==> src/rtl/panel_defines.vh <==
`ifndef PANEL_DEFINES_VH
`define PANEL_DEFINES_VH
// ==========================================================
// register map (APB byte addresses)
`define REG_CTRL 12'h000
`define REG_STATUS 12'h004
`define REG_TEMP 12'h008
`define REG_PRES 12'h00C
`define REG_ADF 12'h010
`define REG_GAIN0 12'h020
// ==========================================================
// ctrl register fields
`define CTRL_BIAS_OK 0
`define CTRL_SELFTEST_OK 1
// ==========================================================
// screen codes
`define SCR_OFF 4'h0
`define SCR_PIXEL 4'h1
`define SCR_DIAG1 4'h2
`define SCR_DIAG2 4'h3
`define SCR_DIAG3 4'h4
`define SCR_UNITS 4'h5
`define SCR_AIR 4'h6
`define SCR_GAIN 4'h7
`define SCR_MEAS 4'h8
// ==========================================================
// key indices
`define KEY_POWER 0
`define KEY_INFO 1
`define KEY_UNITS 2
`define KEY_AIR 3
`define KEY_GAIN 4
`define KEY_MEAS 5
`define KEY_RESET 6
`define KEY_UP 7
`define KEY_DOWN 8
`define NUM_KEYS 9
// ==========================================================
// timing
`define CLK_HZ 40000000
`define SCREEN_HOLD_MS 2000
`define GAIN_HOLD_MS 3000
`define DEBOUNCE_MS 10
// reset values
`define TEMP_RESET 16'h0016
`define PRES_RESET 16'h03F5
`define ADF_RESET 16'h03E8
`define GAIN_RESET 16'h03E8
`endif

==> src/rtl/key_debounce.v <==
`timescale 1ns/1ps
`include "panel_defines.vh"
// ==========================================================
// key debouncer: two-flop sync then stable-count filter
module key_debounce #(
   parameter CNT_MAX = 400000
) (
   input wire clk,
   input wire rstn,
   input wire key_raw,
   output reg key_level,
   output reg press_pulse,
   output reg release_pulse
);
   reg sync1_q; // first sync stage, read only by sync2_q
   reg sync2_q; // synchronised key
   reg [31:0] cnt_q; // stability counter
   // ==========================================================
   // synchroniser and filter; a level must hold CNT_MAX cycles
   always @(posedge clk or negedge rstn) begin
      if (!rstn) begin
         sync1_q <= 1'b0;
         sync2_q <= 1'b0;
         cnt_q <= 32'h00000000;
         key_level <= 1'b0;
         press_pulse <= 1'b0;
         release_pulse <= 1'b0;
      end else begin
         sync1_q <= key_raw;
         sync2_q <= sync1_q;
         press_pulse <= 1'b0;
         release_pulse <= 1'b0;
         if (sync2_q == key_level) begin
            cnt_q <= 32'h00000000; // no change pending
         end else if (cnt_q >= CNT_MAX - 1) begin
            cnt_q <= 32'h00000000;
            key_level <= sync2_q;
            press_pulse <= sync2_q;
            release_pulse <= ~sync2_q;
         end else begin
            cnt_q <= cnt_q + 32'h00000001;
         end
      end
   end
endmodule

==> src/rtl/front_panel_key_sequencer.v <==
// The APB register port and the register addresses were chosen for this implementation.
`timescale 1ns/1ps
`include "panel_defines.vh"
module front_panel_key_sequencer #(
   parameter NUM_CH = 5,
   parameter HOLD_CYCLES = (`CLK_HZ / 1000) * `SCREEN_HOLD_MS,
   parameter GAIN_CYCLES = (`CLK_HZ / 1000) * `GAIN_HOLD_MS,
   parameter DEB_CYCLES = (`CLK_HZ / 1000) * `DEBOUNCE_MS
) (
   input wire clk,
   input wire rstn,
   input wire [`NUM_KEYS-1:0] keys_raw,
   input wire psel,
   input wire penable,
   input wire pwrite,
   input wire [11:0] paddr,
   input wire [31:0] pwdata,
   output reg [31:0] prdata,
   output wire pready,
   output wire pslverr,
   output reg [3:0] screen_q,
   output reg power_on_q,
   output reg rate_units_q,
   output reg percent_mode_q,
   output reg gain_mode_q,
   output reg air_density_enable_q,
   output reg panel_gain_enable_flag_q,
   output reg [1:0] air_cursor_q,
   output reg [2:0] gain_cursor_q,
   output reg clear_readings_q,
   output reg save_q
);
   // ==========================================================
   // declarations
   localparam PU_IDLE = 3'h0; // off
   localparam PU_TEST = 3'h1; // self-test, wait for ok
   localparam PU_PIX = 3'h2; // pixel test screen
   localparam PU_INFO = 3'h3; // general information screen
   localparam PU_BIAS = 3'h4; // waiting for bias supply
   localparam PU_RUN = 3'h5; // operational
   reg [2:0] pu_q; // power-up sequence state
   reg [31:0] tmr_q; // screen hold timer
   reg [31:0] gain_tmr_q; // gain key hold timer
   reg gain_long_q; // long hold already acted on
   reg [3:0] diag_prev_q; // screen shown before the info key entered a diag screen
   reg [1:0] ctrl_q; // software status inputs: bias ok, self-test ok
   reg [15:0] temp_q; // live temperature
   reg [15:0] pres_q; // live pressure
   reg [15:0] adf_q; // air_density_factor
   reg [15:0] gain_q [0:NUM_CH-1]; // panel_gain_factor per chamber
   reg [15:0] s_temp_q; // retained copies
   reg [15:0] s_pres_q;
   reg [15:0] s_adf_q;
   reg s_rate_q;
   reg [15:0] s_gain_q [0:NUM_CH-1];
   wire [`NUM_KEYS-1:0] lvl; // debounced levels
   wire [`NUM_KEYS-1:0] prs; // debounced press pulses
   wire [`NUM_KEYS-1:0] rel; // debounced release pulses
   wire run = (pu_q == PU_RUN); // keys accepted
   wire on_diag = (screen_q == `SCR_DIAG1) || (screen_q == `SCR_DIAG2) || (screen_q == `SCR_DIAG3);
   wire nav_scr = on_diag || (screen_q == `SCR_MEAS);
   wire wr = psel && penable && pwrite;
   integer i;
   // ==========================================================
   // one debouncer per key
   genvar g;
   generate
      for (g = 0; g < `NUM_KEYS; g = g + 1) begin : g_deb
         key_debounce #(.CNT_MAX(DEB_CYCLES)) u_deb (
            .clk(clk),
            .rstn(rstn),
            .key_raw(keys_raw[g]),
            .key_level(lvl[g]),
            .press_pulse(prs[g]),
            .release_pulse(rel[g])
         );
      end
   endgenerate
   // ==========================================================
   // apb: zero wait state, no error
   assign pready = 1'b1;
   assign pslverr = 1'b0;
   // read mux; unmapped reads return zero
   always @* begin
      prdata = 32'h00000000;
      case (paddr)
         `REG_CTRL: prdata = {30'h00000000, ctrl_q};
         `REG_STATUS: prdata = {12'h000, gain_cursor_q, air_cursor_q, clear_readings_q, save_q,
            panel_gain_enable_flag_q, air_density_enable_q, gain_mode_q, percent_mode_q, rate_units_q,
            power_on_q, pu_q, screen_q};
         `REG_TEMP: prdata = {16'h0000, temp_q};
         `REG_PRES: prdata = {16'h0000, pres_q};
         `REG_ADF: prdata = {16'h0000, adf_q};
         default: begin
            for (i = 0; i < NUM_CH; i = i + 1) begin
               if (paddr == `REG_GAIN0 + i * 4) prdata = {16'h0000, gain_q[i]};
            end
         end
      endcase
   end
   // ==========================================================
   // gain key hold timer; long hold acts once while held
   wire gain_long = run && lvl[`KEY_GAIN] && !gain_long_q && (gain_tmr_q >= GAIN_CYCLES - 1);
   wire gain_short = run && rel[`KEY_GAIN] && !gain_long_q;
   always @(posedge clk or negedge rstn) begin
      if (!rstn) begin
         gain_tmr_q <= 32'h00000000;
         gain_long_q <= 1'b0;
      end else if (!lvl[`KEY_GAIN]) begin
         gain_tmr_q <= 32'h00000000;
         if (rel[`KEY_GAIN] || !gain_long_q) gain_long_q <= 1'b0;
      end else begin
         if (gain_tmr_q < GAIN_CYCLES) gain_tmr_q <= gain_tmr_q + 32'h00000001;
         if (gain_long) gain_long_q <= 1'b1;
      end
   end
   // ==========================================================
   // main sequencer: power, screens, settings
   always @(posedge clk or negedge rstn) begin
      if (!rstn) begin
         pu_q <= PU_IDLE;
         tmr_q <= 32'h00000000;
         screen_q <= `SCR_OFF;
         diag_prev_q <= `SCR_MEAS;
         power_on_q <= 1'b0;
         rate_units_q <= 1'b0;
         percent_mode_q <= 1'b0;
         gain_mode_q <= 1'b0;
         air_density_enable_q <= 1'b1;
         panel_gain_enable_flag_q <= 1'b1;
         air_cursor_q <= 2'h0;
         gain_cursor_q <= 3'h0;
         clear_readings_q <= 1'b0;
         save_q <= 1'b0;
         ctrl_q <= 2'h0;
         temp_q <= `TEMP_RESET;
         pres_q <= `PRES_RESET;
         adf_q <= `ADF_RESET;
         s_temp_q <= `TEMP_RESET;
         s_pres_q <= `PRES_RESET;
         s_adf_q <= `ADF_RESET;
         s_rate_q <= 1'b0;
         for (i = 0; i < NUM_CH; i = i + 1) begin
            gain_q[i] <= `GAIN_RESET;
            s_gain_q[i] <= `GAIN_RESET;
         end
      end else begin
         clear_readings_q <= 1'b0;
         save_q <= 1'b0;
         if (wr && paddr == `REG_CTRL) ctrl_q <= pwdata[1:0];
         // power key is honoured at any time so the unit can always be turned off
         if (prs[`KEY_POWER]) begin
            if (power_on_q) begin
               power_on_q <= 1'b0;
               pu_q <= PU_IDLE;
               screen_q <= `SCR_OFF;
               gain_mode_q <= 1'b0;
               save_q <= 1'b1;
               s_temp_q <= temp_q;
               s_pres_q <= pres_q;
               s_adf_q <= adf_q;
               s_rate_q <= rate_units_q;
               for (i = 0; i < NUM_CH; i = i + 1) s_gain_q[i] <= gain_q[i];
            end else begin
               power_on_q <= 1'b1;
               pu_q <= PU_TEST;
            end
         end else begin
            case (pu_q)
               PU_IDLE: begin
                  tmr_q <= 32'h00000000;
               end
               PU_TEST: begin
                  if (ctrl_q[`CTRL_SELFTEST_OK]) begin
                     temp_q <= s_temp_q;
                     pres_q <= s_pres_q;
                     adf_q <= s_adf_q;
                     rate_units_q <= s_rate_q;
                     for (i = 0; i < NUM_CH; i = i + 1) gain_q[i] <= s_gain_q[i];
                     screen_q <= `SCR_PIXEL;
                     tmr_q <= 32'h00000000;
                     pu_q <= PU_PIX;
                  end
               end
               PU_PIX: begin
                  if (tmr_q >= HOLD_CYCLES - 1) begin
                     tmr_q <= 32'h00000000;
                     screen_q <= `SCR_DIAG1;
                     pu_q <= PU_INFO;
                  end else tmr_q <= tmr_q + 32'h00000001;
               end
               PU_INFO: begin
                  if (tmr_q >= HOLD_CYCLES - 1) begin
                     tmr_q <= 32'h00000000;
                     pu_q <= PU_BIAS;
                  end else tmr_q <= tmr_q + 32'h00000001;
               end
               PU_BIAS: begin
                  // bias screen only once supply settles; keys other than power stay locked till then
                  if (ctrl_q[`CTRL_BIAS_OK]) begin
                     screen_q <= `SCR_DIAG3;
                     pu_q <= PU_RUN;
                  end
               end
               PU_RUN: begin
                  if (gain_long) begin
                     gain_mode_q <= ~gain_mode_q;
                     screen_q <= `SCR_GAIN;
                     gain_cursor_q <= 3'h0;
                  end else if (gain_short) begin
                     if (screen_q != `SCR_GAIN) screen_q <= `SCR_GAIN;
                     else if (gain_mode_q) begin
                        // cursor 0 is the flag, 1..NUM_CH the chambers
                        if (gain_cursor_q >= NUM_CH) gain_cursor_q <= 3'h0;
                        else gain_cursor_q <= gain_cursor_q + 3'h1;
                     end
                  end else if (prs[`KEY_INFO]) begin
                     if (!on_diag) begin
                        diag_prev_q <= screen_q;
                        screen_q <= `SCR_DIAG1;
                     end else if (screen_q == `SCR_DIAG3) screen_q <= `SCR_DIAG1;
                     else screen_q <= screen_q + 4'h1;
                  end else if (prs[`KEY_UNITS]) begin
                     if (screen_q == `SCR_UNITS) rate_units_q <= ~rate_units_q;
                     else screen_q <= `SCR_UNITS;
                  end else if (prs[`KEY_AIR]) begin
                     if (screen_q != `SCR_AIR) begin
                        screen_q <= `SCR_AIR;
                        air_cursor_q <= 2'h0;
                     end else if (air_cursor_q == 2'h2) air_cursor_q <= 2'h0;
                     else air_cursor_q <= air_cursor_q + 2'h1;
                  end else if (prs[`KEY_MEAS]) begin
                     if (screen_q == `SCR_MEAS) percent_mode_q <= ~percent_mode_q;
                     else screen_q <= `SCR_MEAS;
                  end else if (prs[`KEY_RESET]) begin
                     if (!rate_units_q) clear_readings_q <= 1'b1;
                     if (screen_q != `SCR_MEAS) screen_q <= `SCR_MEAS;
                  end else if (prs[`KEY_UP] || prs[`KEY_DOWN]) begin
                     if (screen_q == `SCR_AIR) begin
                        // air cursor: 0 temp, 1 pressure, 2 correction flag
                        if (air_cursor_q == 2'h2) air_density_enable_q <= ~air_density_enable_q;
                        else if (air_cursor_q == 2'h0) begin
                           if (prs[`KEY_UP]) temp_q <= temp_q + 16'h0001;
                           else temp_q <= temp_q - 16'h0001;
                        end else begin
                           if (prs[`KEY_UP]) pres_q <= pres_q + 16'h0001;
                           else pres_q <= pres_q - 16'h0001;
                        end
                     end else if (screen_q == `SCR_GAIN) begin
                        if (gain_cursor_q == 3'h0) panel_gain_enable_flag_q <= ~panel_gain_enable_flag_q;
                        else if (gain_mode_q) begin
                           for (i = 0; i < NUM_CH; i = i + 1) begin
                              if (gain_cursor_q == i + 1) begin
                                 if (prs[`KEY_UP]) gain_q[i] <= gain_q[i] + 16'h0001;
                                 else gain_q[i] <= gain_q[i] - 16'h0001;
                              end
                           end
                        end
                     end else if (nav_scr) begin
                        if (prs[`KEY_UP]) begin
                           if (screen_q == `SCR_DIAG1) screen_q <= `SCR_MEAS;
                           else if (screen_q == `SCR_MEAS) screen_q <= `SCR_DIAG3;
                           else screen_q <= screen_q - 4'h1;
                        end else begin
                           if (screen_q == `SCR_MEAS) screen_q <= `SCR_DIAG1;
                           else if (screen_q == `SCR_DIAG3) screen_q <= `SCR_MEAS;
                           else screen_q <= screen_q + 4'h1;
                        end
                     end
                  end
               end
               default: pu_q <= PU_IDLE;
            endcase
         end
      end
   end
endmodule

==> config.mk <==
export PLATFORM = sky130hd
export DESIGN_NAME = front_panel_key_sequencer
export DESIGN_NICKNAME = d
export VERILOG_FILES = /design/src/rtl/key_debounce.v /design/src/rtl/front_panel_key_sequencer.v
export VERILOG_INCLUDE_DIRS = /design/src /design/src/rtl
export SDC_FILE = /design/constraint.sdc
export NUM_CORES = 1
export LEC_CHECK = 0
export BUFFER_PORTS_ARGS = -buffer_cell sky130_fd_sc_hd__buf_2
export CORE_UTILIZATION = 60
export DETAILED_ROUTE_END_ITERATION = 8
export PLACE_DENSITY = 0.73
export SYNTH_ARGS = -nofsm -noshare
export SYNTH_HDL_FRONTEND = slang
export SYNTH_SLANG_ARGS = --single-unit
export TNS_END_PERCENT = 50
==> constraint.sdc <==
create_clock -name clk -period 16.2 [get_ports clk]
set_clock_uncertainty 0.2 [all_clocks]
set_input_delay 1.62 -clock clk [delete_from_list [all_inputs] [get_ports clk]]
set_output_delay 1.62 -clock clk [all_outputs]
set_load 0.05 [all_outputs]
==> flow_summary.toml <==
[power]
ir_drop_mv = 0.0910
finalPower_mw = 3.67
power_density_nw_per_um2 = 98.4
p_leak_nw = 16.6

[global_route]
overflow = 0
grt_pass1_vias = 25000
gr-usage-all-layers = 0.272
antenna_found_initial = 2
grt_start_max_net_pins = 104
grt_first_pass_wirelength_um = 125000

[cells_and_area]
final_cell_area_um2 = 37300
multi_input_area_um2 = 16200
regArea_um2 = 16800
nets = 3621
layout-drive-gt1-share = 0.142
final_cells = 4248
fillers = 4160
area_growth_pct = 11.9
utilization = 0.678

[clock_tree]
root_buffer = "clkbuf_16"
clock_latency_ns = 0.62
ctsResizeCount = 0
hold_buffers = 0
cts_buffers = 73
cts_setup_buffers = 0
cts_sinks = 668
h-tree-depth = 3
tritoncts = "built"
clockBufferDepth = 3
cts.clk_slew.worst_paths_ns = 0.06

[critical_path]
start_kind = "primary input"
end_kind = "output port"
arrival_ns = 4.98
critPathCapture = "prdata[6]"
critical_path.max_fanout = 17
r2r_start = "g_deb[7].u_deb.press_pulse$_DFF_PN0_"
r2r_end = "gain_q[79]$_DFFE_PN0P_"
ff2ff_setup_slack_ns = 11.43
worst-r2r-cell-count = 10
critical_path_class = "in2out"
critPathLaunch = "paddr[9]"
critPathRequiredTime_ns = 14.38

[timing]
worst_slack_ns = 9.40
setup_violations = 0
hold_viol = 0
finalCritPeriodShare = 0.420
fin_tns_setup_ns = 0
rsz0062_at_grt = "false"
max_freq_mhz = 147
holdWs_ns = 0.144
worst_pin_slew_ns = 1.22
slew_headroom = 0.187
period_minus_slack_ns = 6.80
final_max_slew_viol_count = 0

[synth]
yosysTopAreaCell = "dfrtp_1"
synth_mux_area_frac = 0.0709
synth_adder_area_share = 0.0489
async_flop_share = 1.00
synth_top_family_by_area = "simple AND/OR/NAND/NOR gates"
yosysUniqueCellTypes = 82
synth_cells = 3267
synth.avg_cell_area_um2 = 10.2
yosysSeqAreaShare = 0.505
synth-simple-area-share = 0.167
synth_warnings = 0
synth_seq_cells = 668
netlist_area_um2 = 33300
synth_most_common_cell = "dfrtp_1"
netlist.area_leader.share = 0.430
synthTopCellsByCount = "572 x dfrtp_1, 427 x nor2_1, 289 x nand2_1"
synth-edff-count = 0
yosys_most_used_dff = "dfrtp_1"
yosys-top-cells-area = "dfrtp_1 43%, dfstp_2 7.6%, mux2_2 5.4%, nor2_1 4.8%, ha_1 4.5%"
synth_compound_area_frac = 0.114
synth_xor_area_frac = 0.0718

[floorplan]
num_rows = 86
fp.dieW_um = 238
core_area_um2 = 55000
die_y_um = 238
ioPinCount = 109
start_util = 0.606
die_area_um2 = 56500

[drt]
via_count = 24900
finalWirelength_um = 74600
routed_via_density = 5.86
drc = 0
drt_pass1_iterations = 5
ant_nets = 0
drtIter0Drc = 1870
wl_per_cell_um = 17.6

[job]
cap_violations = 0

[min_path]
hold_class = "reg2reg"

[place]
placedCellCount = 4110
port_buffers = 64
dpl_cell_area_um2 = 34700
gp_congestion = 0.930
hpwl_um = 50800
pre_cts_slack_ns = 9.49

[outcome]
outcome = "finished clean"
## cells by family (layout without fill, tap and decap cells)
logic type / count (synthesis) / after routing
muxes: 214 / 214
adders and majority gates: 126 / 126
buffers and inverters: 179 / 280
and+or+nand+nor: 1188 / 1188
DFF: 668 / 668
other: 2 / 134
AOI/OAI and AO/OA: 617 / 617
xor gates and xnor gates: 273 / 273
## flip-flops by register name (all words and copies together) (netlist names), 2 cells and up
name,count
g_deb.u_deb.cnt_q,288
gain_q,80
s_gain_q,80
gain_tmr_q,32
tmr_q,32
adf_q,16
pres_q,16
s_adf_q,16
s_pres_q,16
s_temp_q,16
temp_q,16
g_deb.u_deb.key_level,9
g_deb.u_deb.sync1_q,9
g_deb.u_deb.sync2_q,9
g_deb.u_deb.press_pulse,8
screen_q,4
gain_cursor_q,3
pu_q,3
air_cursor_q,2
ctrl_q,2
## report_power, final
| part | internal, mW | total, mW | switching [mW] |
|---|---|---|---|
| logic | 0.0728 | 0.229 | 0.156 |
| registers | 1.70 | 1.72 | 0.0242 |
| clock network | 1.04 | 1.71 | 0.675 |
| total | 2.81 | 3.67 | 0.855 |
## worst max-delay path, stage by stage
cell	delay [ns]
buf_2	0.10
or4_1	0.53
nor3_1	0.35
nand4_1	0.91
o21ai_0	0.69
a221oi_1	0.24
nand3_1	0.24
buf_2	0.29
## cells in the final DEF (no fill, tap or decap), drive strengths merged, types with 82 or more instances in the layout
cell type,instances
nor3,82
dfstp,96
mux2,164
o21ai,183
a21oi,176
nor2,428
ha,119
conb,131
nand3,109
buf,87
clkbuf,106
nand2,289
xor2,141
dfrtp,572
xnor2,132
## layer usage
layer  up-vias  GRT usage  part of all wire
met5         -          0                 0
met4         0     0.0891             0.030
met3       152     0.0557             0.062
met2       655      0.451              0.48
met1     12300      0.358              0.43
li1      11800          -                 -
## layout make-up
class	count	share of cell area
sequential	668	0.452
tap	748	0.0251
clock inverter	29	0.0100
antenna	3	0.000201
multi-input combinational	2549	0.436
clock buffer	106	0.0577
inverter	58	0.00591
timing repair buffer	87	0.0135
## worst min-delay path by stage
stage,startpoint,endpoint,slack (ns),cells past startpoint
after floorplan,g_deb[0].u_deb.sync1_q$_DFF_PN0_,g_deb[0].u_deb.sync2_q$_DFF_PN0_,0.13,0
after global placement,g_deb[6].u_deb.sync1_q$_DFF_PN0_,g_deb[6].u_deb.sync2_q$_DFF_PN0_,0.13,0
after detailed placement,g_deb[2].u_deb.sync1_q$_DFF_PN0_,g_deb[2].u_deb.sync2_q$_DFF_PN0_,0.14,0
after CTS,g_deb[2].u_deb.sync1_q$_DFF_PN0_,g_deb[2].u_deb.sync2_q$_DFF_PN0_,0.15,0
after global routing,g_deb[1].u_deb.sync1_q$_DFF_PN0_,g_deb[1].u_deb.sync2_q$_DFF_PN0_,0.15,0
final,g_deb[1].u_deb.sync1_q$_DFF_PN0_,g_deb[1].u_deb.sync2_q$_DFF_PN0_,0.14,0
No activity file was read; power rests on OpenSTA's default activity.
